===== src/shared/mce_consts.vh =====
// Constants for the instruction-subset execution core.
// Assumes inclusion by bare name from the core files; definitions only.
`ifndef MCE_CONSTS_VH
`define MCE_CONSTS_VH
// Opcode field position in the 16-bit instruction word
`define MCE_OP_MSB 15
`define MCE_OP_LSB 12
// Operand field (data address or immediate) position
`define MCE_ARG_MSB 7
`define MCE_ARG_LSB 0
// Jump address field position
`define MCE_JADDR_MSB 11
`define MCE_JADDR_LSB 0
// Opcode encodings (4 bits)
`define MCE_OP_NO_OP 4'h0
`define MCE_OP_DECA 4'h1
`define MCE_OP_HALT 4'h2
`define MCE_OP_INC 4'h3
`define MCE_OP_INC_ACC 4'h4
`define MCE_OP_JUMP 4'h5
`define MCE_OP_LOAD_MEM 4'h6
`define MCE_OP_LOAD_IMM 4'h7
`define MCE_OP_STORE 4'h8
// Reset values
`define MCE_RST_PC 12'h000
`define MCE_RST_ACC 8'h00
`define MCE_RST_DOG 8'h00
`define MCE_RST_PRE 8'h00
`endif


===== src/core/mce_wdt_count.v =====
// Watchdog timer with prescaler, cleared by the core on power-down entry.
// Assumes one system clock; counting stops when the clock is gated.
module mce_watchdog_count #(
  parameter PRE_W = 8,
  parameter WDT_W = 8
) (
  input wire clk,
  input wire sys_rst,
  input wire clr,
  output reg [PRE_W-1:0] pre_q,
  output reg [WDT_W-1:0] dog_q
);
  ////////////////////////////////////////////////////////////////
  // Prescaler feeds a one-cycle enable into the watchdog count
  always @(posedge clk) begin
    if (sys_rst || clr) begin
      pre_q <= {PRE_W{1'b0}};
      dog_q <= {WDT_W{1'b0}};
    end else begin
      pre_q <= pre_q + {{(PRE_W-1){1'b0}}, 1'b1};
      if (&pre_q) begin
        dog_q <= dog_q + {{(WDT_W-1){1'b0}}, 1'b1};
      end
    end
  end
endmodule


===== src/core/mce_exec.v =====
// Execution core for a subset of an 8-bit microcontroller instruction set.
// Assumes program memory answers combinationally on prog_data for prog_addr,
// and data memory reads combinationally with a synchronous write strobe.
// The clock keeps toggling at the pin while powered down; the core gates itself
// through its state, and sys_clk_en tells the surroundings to stop the clock.
`include "mce_consts.vh"
module mce_exec #(
  parameter PC_W = 12,
  parameter DADDR_W = 8
) (
  input wire clk,
  input wire sys_rst,
  input wire wake,
  output wire [PC_W-1:0] prog_addr,
  input wire [15:0] prog_data,
  output wire [DADDR_W-1:0] data_addr,
  input wire [7:0] data_rdata,
  output reg [7:0] data_wdata,
  output reg data_we,
  output wire [7:0] acc,
  output wire zero_flag,
  output wire power_down_flag,
  output wire watchdog_timeout_flag,
  input wire watchdog_timeout_set,
  output wire sys_clk_en,
  output wire [7:0] watchdog_count,
  output wire [7:0] watchdog_prescale
);
  ////////////////////////////////////////////////////////////////
  // State codes, one-hot
  localparam [2:0] ST_RUN = 3'b001;
  localparam [2:0] ST_DUMMY = 3'b010;
  localparam [2:0] ST_HALT = 3'b100;

  localparam [PC_W-1:0] PC_ONE = {{(PC_W-1){1'b0}}, 1'b1};

  // Architectural state and its next values
  reg [2:0] st_q;
  reg [2:0] st_d;
  reg [PC_W-1:0] pc_q;
  reg [PC_W-1:0] pc_d;
  reg [7:0] acc_q;
  reg [7:0] acc_d;
  reg z_q;
  reg z_d;
  reg pd_flag_q;
  reg pd_flag_d;
  reg tmo_flag_q;
  reg tmo_flag_d;
  reg dog_clr;

  ////////////////////////////////////////////////////////////////
  // Instruction fields and arithmetic on the addressed byte
  wire [3:0] op = prog_data[`MCE_OP_MSB:`MCE_OP_LSB];
  wire [7:0] arg = prog_data[`MCE_ARG_MSB:`MCE_ARG_LSB];
  wire [PC_W-1:0] jaddr = prog_data[PC_W-1:0];
  wire [7:0] mem_inc = data_rdata + 8'h01;
  wire [7:0] mem_dec = data_rdata - 8'h01;

  // Opcode decode, qualified by the run state so dummy and halted cycles do nothing
  wire running = st_q[0];
  wire dec_dec_acc = running && (op == `MCE_OP_DECA);
  wire dec_halt = running && (op == `MCE_OP_HALT);
  wire dec_inc_mem = running && (op == `MCE_OP_INC);
  wire dec_inc_acc = running && (op == `MCE_OP_INC_ACC);
  wire dec_jump = running && (op == `MCE_OP_JUMP);
  wire dec_load_mem = running && (op == `MCE_OP_LOAD_MEM);
  wire dec_load_imm = running && (op == `MCE_OP_LOAD_IMM);
  wire dec_store = running && (op == `MCE_OP_STORE);

  // Outputs straight from the registers, except data_addr, taken from the instruction's operand field, and sys_clk_en, the inverted halt state bit
  assign prog_addr = pc_q;
  assign data_addr = arg[DADDR_W-1:0];
  assign acc = acc_q;
  assign zero_flag = z_q;
  assign power_down_flag = pd_flag_q;
  assign watchdog_timeout_flag = tmo_flag_q;
  assign sys_clk_en = ~st_q[2];

  ////////////////////////////////////////////////////////////////
  // Watchdog and prescaler
  mce_watchdog_count #(
    .PRE_W(8),
    .WDT_W(8)
  ) u_dog (
    .clk(clk),
    .sys_rst(sys_rst),
    .clr(dog_clr),
    .pre_q(watchdog_prescale),
    .dog_q(watchdog_count)
  );

  ////////////////////////////////////////////////////////////////
  // Sequencing: program counter, run/dummy/halt state, watchdog clear.
  // The count is held cleared for as long as the core is powered down,
  // since the system clock that would advance it is meant to be off.
  always @* begin
    st_d = st_q;
    pc_d = pc_q;
    dog_clr = 1'b0;
    case (st_q)
      ST_RUN: begin
        if (dec_jump) begin
          pc_d = jaddr;
          st_d = ST_DUMMY;
        end else if (dec_halt) begin
          st_d = ST_HALT;
          dog_clr = 1'b1;
        end else begin
          pc_d = pc_q + PC_ONE;
        end
      end
      ST_DUMMY: begin
        st_d = ST_RUN;
      end
      ST_HALT: begin
        dog_clr = ~wake;
        if (wake) begin
          st_d = ST_RUN;
          pc_d = pc_q + PC_ONE;
        end
      end
      default: begin
        st_d = ST_RUN;
      end
    endcase
  end

  ////////////////////////////////////////////////////////////////
  // Accumulator and zero flag; moves leave the flag alone
  always @* begin
    acc_d = acc_q;
    z_d = z_q;
    if (dec_dec_acc) begin
      acc_d = mem_dec;
      z_d = (mem_dec == 8'h00);
    end
    if (dec_inc_mem) begin
      z_d = (mem_inc == 8'h00);
    end
    if (dec_inc_acc) begin
      acc_d = mem_inc;
      z_d = (mem_inc == 8'h00);
    end
    if (dec_load_mem) begin
      acc_d = data_rdata;
    end
    if (dec_load_imm) begin
      acc_d = arg;
    end
  end

  ////////////////////////////////////////////////////////////////
  // Status flags; power-down entry beats a time-out in the same cycle
  always @* begin
    pd_flag_d = pd_flag_q;
    tmo_flag_d = tmo_flag_q | watchdog_timeout_set;
    if (dec_halt) begin
      pd_flag_d = 1'b1;
      tmo_flag_d = 1'b0;
    end
  end

  ////////////////////////////////////////////////////////////////
  // Data memory write strobe, one cycle per writing instruction
  always @* begin
    data_we = 1'b0;
    data_wdata = acc_q;
    if (dec_inc_mem) begin
      data_we = 1'b1;
      data_wdata = mem_inc;
    end
    if (dec_store) begin
      data_we = 1'b1;
      data_wdata = acc_q;
    end
  end

  ////////////////////////////////////////////////////////////////
  // Architectural registers
  always @(posedge clk) begin
    if (sys_rst) begin
      st_q <= ST_RUN;
      pc_q <= `MCE_RST_PC;
      acc_q <= `MCE_RST_ACC;
      z_q <= 1'b0;
      pd_flag_q <= 1'b0;
      tmo_flag_q <= 1'b0;
    end else begin
      st_q <= st_d;
      pc_q <= pc_d;
      acc_q <= acc_d;
      z_q <= z_d;
      pd_flag_q <= pd_flag_d;
      tmo_flag_q <= tmo_flag_d;
    end
  end
endmodule


===== config.mk =====
export PLATFORM = sky130hd
export DESIGN_NAME = mce_exec
export DESIGN_NICKNAME = d
export VERILOG_FILES = /design/src/core/mce_wdt_count.v /design/src/core/mce_exec.v
export VERILOG_INCLUDE_DIRS = /design/src /design/src/shared
export SDC_FILE = /design/constraint.sdc
export NUM_CORES = 1
export LEC_CHECK = 0
export BUFFER_PORTS_ARGS = -buffer_cell sky130_fd_sc_hd__buf_2
export CAP_MARGIN = 20
export CORE_MARGIN = 10
export CORE_UTILIZATION = 35
export DETAILED_ROUTE_END_ITERATION = 12
export PLACE_DENSITY = 0.63
export SYNTH_ARGS = -nofsm -noshare
export SYNTH_HDL_FRONTEND = slang
export SYNTH_SLANG_ARGS = --single-unit

===== constraint.sdc =====
create_clock -name clk -period 2.6 [get_ports clk]
set_clock_uncertainty 0.15 [all_clocks]
set_input_delay 0.52 -clock clk [delete_from_list [all_inputs] [get_ports clk]]
set_output_delay 0.52 -clock clk [all_outputs]
set_load 0.02 [all_outputs]

==> impl_metrics.toml, run 1 <==
[power]
p_sw_share_pct = 34.3
p_seq_share_pct = 46.4
internal-power_uw = 993
static-leakage-power_uw = 0.00142
total_power_uw = 1510
clkPwrFrac_pct = 30.0
ir_worst_vdd_v = 0.000189
comb_power_share_pct = 23.7
p_switching_uw = 518
power.density_nw_per_um2 = 447

[die]
ios = 85
core_um2 = 7770
die_w_um = 109
dieArea_um2 = 12000
rows = 32
die_h_um = 109
start_util_pct = 36.0

[sta]
worst_pin_slew_ns = 0.711
timing.final.crit_share_pct = 92.9
slew_headroom_pct = 52.5
hold_viol_final = 0
fmax_ghz = 0.414
setup_viol = 0
fin_crit_ns = 2.41
setup_tns_ns = 0
hold_ws_ns = 0.323
rsz0062_at_grt = "no"
slew_viol_final = 0

[critical_path]
rr_worst_depth = 5
r2r-end = "prog_addr[9]"
endpoint_kind = "output port"
rrSetupSlack_ns = 0.66
crit_required_ns = 1.93
r2r_start = "st_q[0]"
critPathKind = "in2out"
worstSetupStartpointType = "primary input"
max_stage_delay_ns = 0.35
cp_num_cells = 6
crit_family = "buffers and inverters"
path_max_fanout = 15
crit_top_cell = "buf_2"
cp_num_buf_inv = 3
slowest_stage = "mux2_2"
critPathArrivalTime_ns = 1.74
cp_cell_sequence = "buf_2, nand2_1, nor3_1, buf_4, mux2_2, buf_2"

[yosys]
ys.flop_type = "dfxtp_1"
synth_cell_types = 58
synth_top_area_share_pct = 30.1
ys_seq_area_share_pct = 30.1
async_flop_share_pct = 0
yosys.area.top_type = "dfxtp_1"
ys_seq_elements = 42
synth_edf_count = 0
synth_fp_nets = 405
synth_area_per_cell_um2 = 7.56
netlist_area_um2 = 2800
synthCells = 370
yosys_warnings = 0
ys_top_cells_by_area = "dfxtp_1 30%, nor2_1 7.4%, xor2_1 5.0%"
synth_commonest_cells = "55 x nor2_1, 42 x dfxtp_1, 27 x a21oi_1"
yosysMostFrequentCell = "nor2_1"

[detailed_routing]
wire_per_inst_um = 15.9
antenna_left = 0
firstDrtPassIters = 4
num_vias = 2913
via_per_inst = 5.30
finalWirelength_mm = 8.72
drtIter0Drc = 170
drc = 0

[clocking]
clock_latency_ns = 0.31
cts_hold_buf = 0
cts.sinks = 42
cts_setup_buffers = 0
root_buffer = "clkbuf_8"
cts_htree_levels = 2
clk_pin_slew_ns = 0.09
cts_resized = 0
cts_tree = "done"
cts_buffer_depth = 2
cts-buffers-inserted = 5

[global_routing]
grt_pass1_vias = 2688
track_usage_pct = 14.0
antenna_found_initial = 0
overflow = 0
grt_pass1_wl_mm = 13.7
grt_max_degree = 22

[min_path]
hold_start = "watchdog_timeout_set"
hold_path.class = "in2reg"
hold_path_depth = 3
hold_end = "watchdog_timeout_flag"

[final_layout]
final_layout_size_suffix_gt1_share_pct = 27.0
ff_latch_area_um2 = 842
multi_input_area_um2 = 1760
antenna_cells = 0
fillers = 862
syn2layout_area_growth_pct = 20.9
fin_nets = 482

[placement]
port_buffers = 84
gp_congestion = 0.898
hpwl_mm = 6.84

[run_status]
status = "complete, no violations"

[flow_run]
maxCapViolations = 0
==> layer usage <==
| metal | vias to the layer above | GRT usage, % | share of wire [%] |
|---|---|---|---|
| met5 | - | 0 | 0 |
| met1 | 1360 | 18.5 | 46 |
| met4 | 0 | 4.28 | 1.8 |
| met3 | 11 | 2.98 | 6.3 |
| met2 | 74 | 22.4 | 46 |
| li1 | 1468 | - | - |
==> cell usage in the layout (no fill, tap or decap), types with 3 or more instances in the layout <==
cell,count
a211oi_1,5
a21o_1,4
a21oi_1,27
a31oi_1,8
a32oi_1,3
and3_1,7
buf_2,84
buf_4,14
clkbuf_8,5
dfxtp_1,41
ha_1,7
inv_1,9
nand2_1,26
nand2b_1,7
nand3_1,11
nand3b_1,5
nand4_1,13
nor2_1,55
nor2b_1,5
nor3_1,8
nor4_1,6
o21ai_0,25
o221ai_1,3
xnor2_1,11
xor2_1,16
==> power groups by stage <==
stage | clock (uW) | sequential [uW] | combinational, uW
after global routing | 493 | 705 | 394
after floorplan | 0 | 741 | 208
after detailed placement | 0 | 716 | 358
final | 453 | 700 | 358
after CTS | 461 | 701 | 360
after global placement | 0 | 714 | 355
==> worst max-delay path by stage <==
stage                       start            end
floorplan           prog_data[14]  data_wdata[3]
global placement    data_rdata[0]      zero_flag
detailed placement  data_rdata[0]      zero_flag
CTS                       st_q[0]  data_wdata[1]
global route        prog_data[13]  data_wdata[1]
finish              prog_data[13]  data_wdata[1]
==> flip-flops by register name, summed over array words and instances (netlist names) <==
| name | cells |
|---|---|
| st_q | 3 |
| zero_flag | 1 |
| u_dog.pre_q | 8 |
| u_dog.dog_q | 8 |
| prog_addr | 12 |
| power_down_flag | 1 |
| acc | 8 |
| watchdog_timeout_flag | 1 |
==> metrics by stage <==
stage / cell area, um2 / util, % / instances / setup slack [ns]
after floorplan: 2800 / - / 370 / 0.00874
after global placement: 3290 / 42.3 / 542 / 0.198
after detailed placement: 3290 / 42.3 / 542 / 0.129
after CTS: 3380 / 43.5 / 550 / 0.143
after global routing: 3380 / 43.6 / 550 / 0.0391
final: 3380 / 43.6 / 550 / 0.185
==> cell families (layout without fill, tap and decap cells) <==
kind of cell	Yosys count	count (layout)	share of synthesized area, %
AOI/OAI and AO/OA	90	90	20.4
muxes	2	2	0.760
and+or+nand+nor	165	165	30.3
xor gates and xnor gates	27	27	8.45
buffers and inverters	37	115	6.98
DFF	42	42	30.1
adders and majority gates	7	7	3.13
==> worst min-delay path, stage by stage <==
cell	delay, ns
buf_2	0.07
nor2_1	0.03
nor3_1	0.11
==> final cells by class <==
| type | instances | area share, % |
|---|---|---|
| flip-flops and latches | 42 | 24.9 |
| well taps | 102 | 3.77 |
| clock inverters | 3 | 0.703 |
| multi-input cells | 291 | 52.1 |
| clock buffers | 5 | 2.03 |
| repair buffers | 98 | 15.5 |
| inverters | 9 | 0.999 |
Note: power is estimated with default switching activity, not from simulation.
==> inputs of run 2 (changes only) <==
--- a/config.mk
+++ b/config.mk
@@ -10,8 +10,10 @@
 export CAP_MARGIN = 20
 export CORE_MARGIN = 10
 export CORE_UTILIZATION = 35
+export CTS_CLUSTER_DIAMETER = 30
 export DETAILED_ROUTE_END_ITERATION = 12
 export PLACE_DENSITY = 0.63
+export SETUP_SLACK_MARGIN = 0.4
 export SYNTH_ARGS = -nofsm -noshare
 export SYNTH_HDL_FRONTEND = slang
 export SYNTH_SLANG_ARGS = --single-unit
==> impl_metrics.toml, run 2 (same netlist as run 1, synthesis figures left out) <==
[die]
die_h_um = 109
core_um2 = 7770
dieArea_um2 = 12000
rows = 32
die_w_um = 109
start_util_pct = 36.0
ios = 85

[run_status]
status = "complete, no violations"

[critical_path]
endpoint_kind = "output port"
r2r-end = "prog_addr[9]"
max_stage_delay_ns = 0.30
worstSetupStartpointType = "primary input"
path_max_fanout = 11
rr_worst_depth = 6
rrSetupSlack_ns = 0.66
r2r_start = "st_q[0]"
cp_cell_sequence = "buf_2, nor3_4, buf_6, mux2_4, buf_6"
crit_required_ns = 1.93
critPathKind = "in2out"
crit_top_cell = "buf_6"
cp_num_buf_inv = 3
slowest_stage = "mux2_4"
critPathArrivalTime_ns = 1.56
crit_family = "buffers and inverters"

[placement]
hpwl_mm = 6.81
placed_cells = 540
gp_congestion = 0.848
port_buffers = 84
place_ws_ns = 0.110

[sta]
fin_crit_ns = 2.23
hold_viol_final = 0
slew_viol_final = 0
setup_viol = 0
slew_headroom_pct = 65.1
worst_pin_slew_ns = 0.521
rsz0062_at_grt = "yes"
setup_tns_ns = 0
hold_ws_ns = 0.336
finalWorstSetupSlack_ns = 0.367
fmax_ghz = 0.448
timing.final.crit_share_pct = 85.9

[detailed_routing]
finalWirelength_mm = 8.87
antenna_left = 0
firstDrtPassIters = 5
drtIter0Drc = 206
via_per_inst = 5.26
wire_per_inst_um = 16.0
num_vias = 2926
drc = 0

[min_path]
hold_path_depth = 2
hold_path.class = "reg2reg"
hold_end = "power_down_flag"
hold_start = "power_down_flag"

[final_layout]
largest_register_ffs = 12
finalNonFillerCells = 556
final_layout_size_suffix_gt1_share_pct = 32.6
antenna_cells = 0
fillers = 815
fin_nets = 489
final_common_cell = "buf_2"
syn2layout_area_growth_pct = 33.1
final_cell_mix = "70 x buf_2, 52 x nor2_1, 41 x dfxtp_1, 25 x nand2_1, 24 x o21ai_0"

[global_routing]
grt_max_degree = 22
track_usage_pct = 14.4
antenna_found_initial = 0
overflow = 0
grt_pass1_wl_mm = 14.2
grt_use_met1_pct = 17.6
gr-usage-met3_pct = 2.87
busiest_layer = "met2"
grt_pass1_vias = 2773
grt.met2_usage_pct = 24.9

[clocking]
cts_hold_buf = 0
cts.sinks = 42
cts_tree = "done"
root_buffer = "clkbuf_8"
clock_latency_ns = 0.29
cts-buffers-inserted = 5
cts_htree_levels = 2
cts_buffer_depth = 2
clk_pin_slew_ns = 0.08

[power]
power.density_nw_per_um2 = 443
static-leakage-power_uw = 0.00153
ir_worst_vdd_v = 0.000188

[flow_run]
maxCapViolations = 0
-- run 2: cell types whose count changed in the layout (fill, tap and decap cells not counted), sizes merged --
cell      change
buf           +5
clkbuf        +3
clkinvlp      -2
bufinv        +1
inv           -1
-- run 2: metrics by stage --
| step | util, % | power, uW | area, um2 |
|---|---|---|---|
| finish | 47.9 | 1650 | 3720 |
| global route | 47.9 | 1730 | 3720 |
| CTS | 46.4 | 1640 | 3600 |
| detailed placement | 43.1 | 1090 | 3350 |
| global placement | 43.1 | 1080 | 3350 |
| floorplan | - | 960 | 2860 |
-- run 2: timing repair --
action                                  in CTS  in global routing
pin swaps                                    2                  6
endpoints found under the setup margin       7                 15
resized for setup                           25                 27
setup buffers                                7                  2
-- run 2: cell type report --
| class | count | area [um2] | share of cell area, % |
|---|---|---|---|
| Multi-Input combinational cell | 291 | 1900 | 51.0 |
| Sequential cell | 42 | 842 | 22.6 |
| Timing Repair Buffer | 105 | 707 | 19.0 |
| Tap cell | 102 | 128 | 3.43 |
| Clock buffer | 6 | 82.6 | 2.22 |
| Inverter | 9 | 33.8 | 0.908 |
| Clock inverter | 1 | 30.0 | 0.807 |
-- run 2: tightest hold or removal path, stage by stage (launching register included) --
cell and delay [ns]:
dfxtp_1 0.34, nor2_1 0.05, nor2_1 0.07
-- run 2: how the worst max path moves through the flow --
stage / startpoint / endpoint / slack, ns / cells past startpoint
3_5_place_dp: data_rdata[0] / zero_flag / 0.11 / 8
3_3_place_gp: data_rdata[0] / zero_flag / 0.18 / 8
6_report: prog_data[14] / data_wdata[1] / 0.37 / 5
5_1_grt: st_q[0] / data_wdata[1] / 0.32 / 5
2_1_floorplan: prog_data[14] / data_wdata[3] / 0.40 / 6
4_1_cts: prog_data[15] / data_wdata[1] / 0.35 / 6
-- run 2: report_power, final --
group	switching, uW	internal (uW)
clock	225	308
sequential	31.9	671
combinational	246	167
-- run 2: per-layer routing --
layer  vias up  wire (um)
li1       1478          -
met1      1356       3720
met2        76       4420
met3        16        524
met4         0        208
met5         -          0
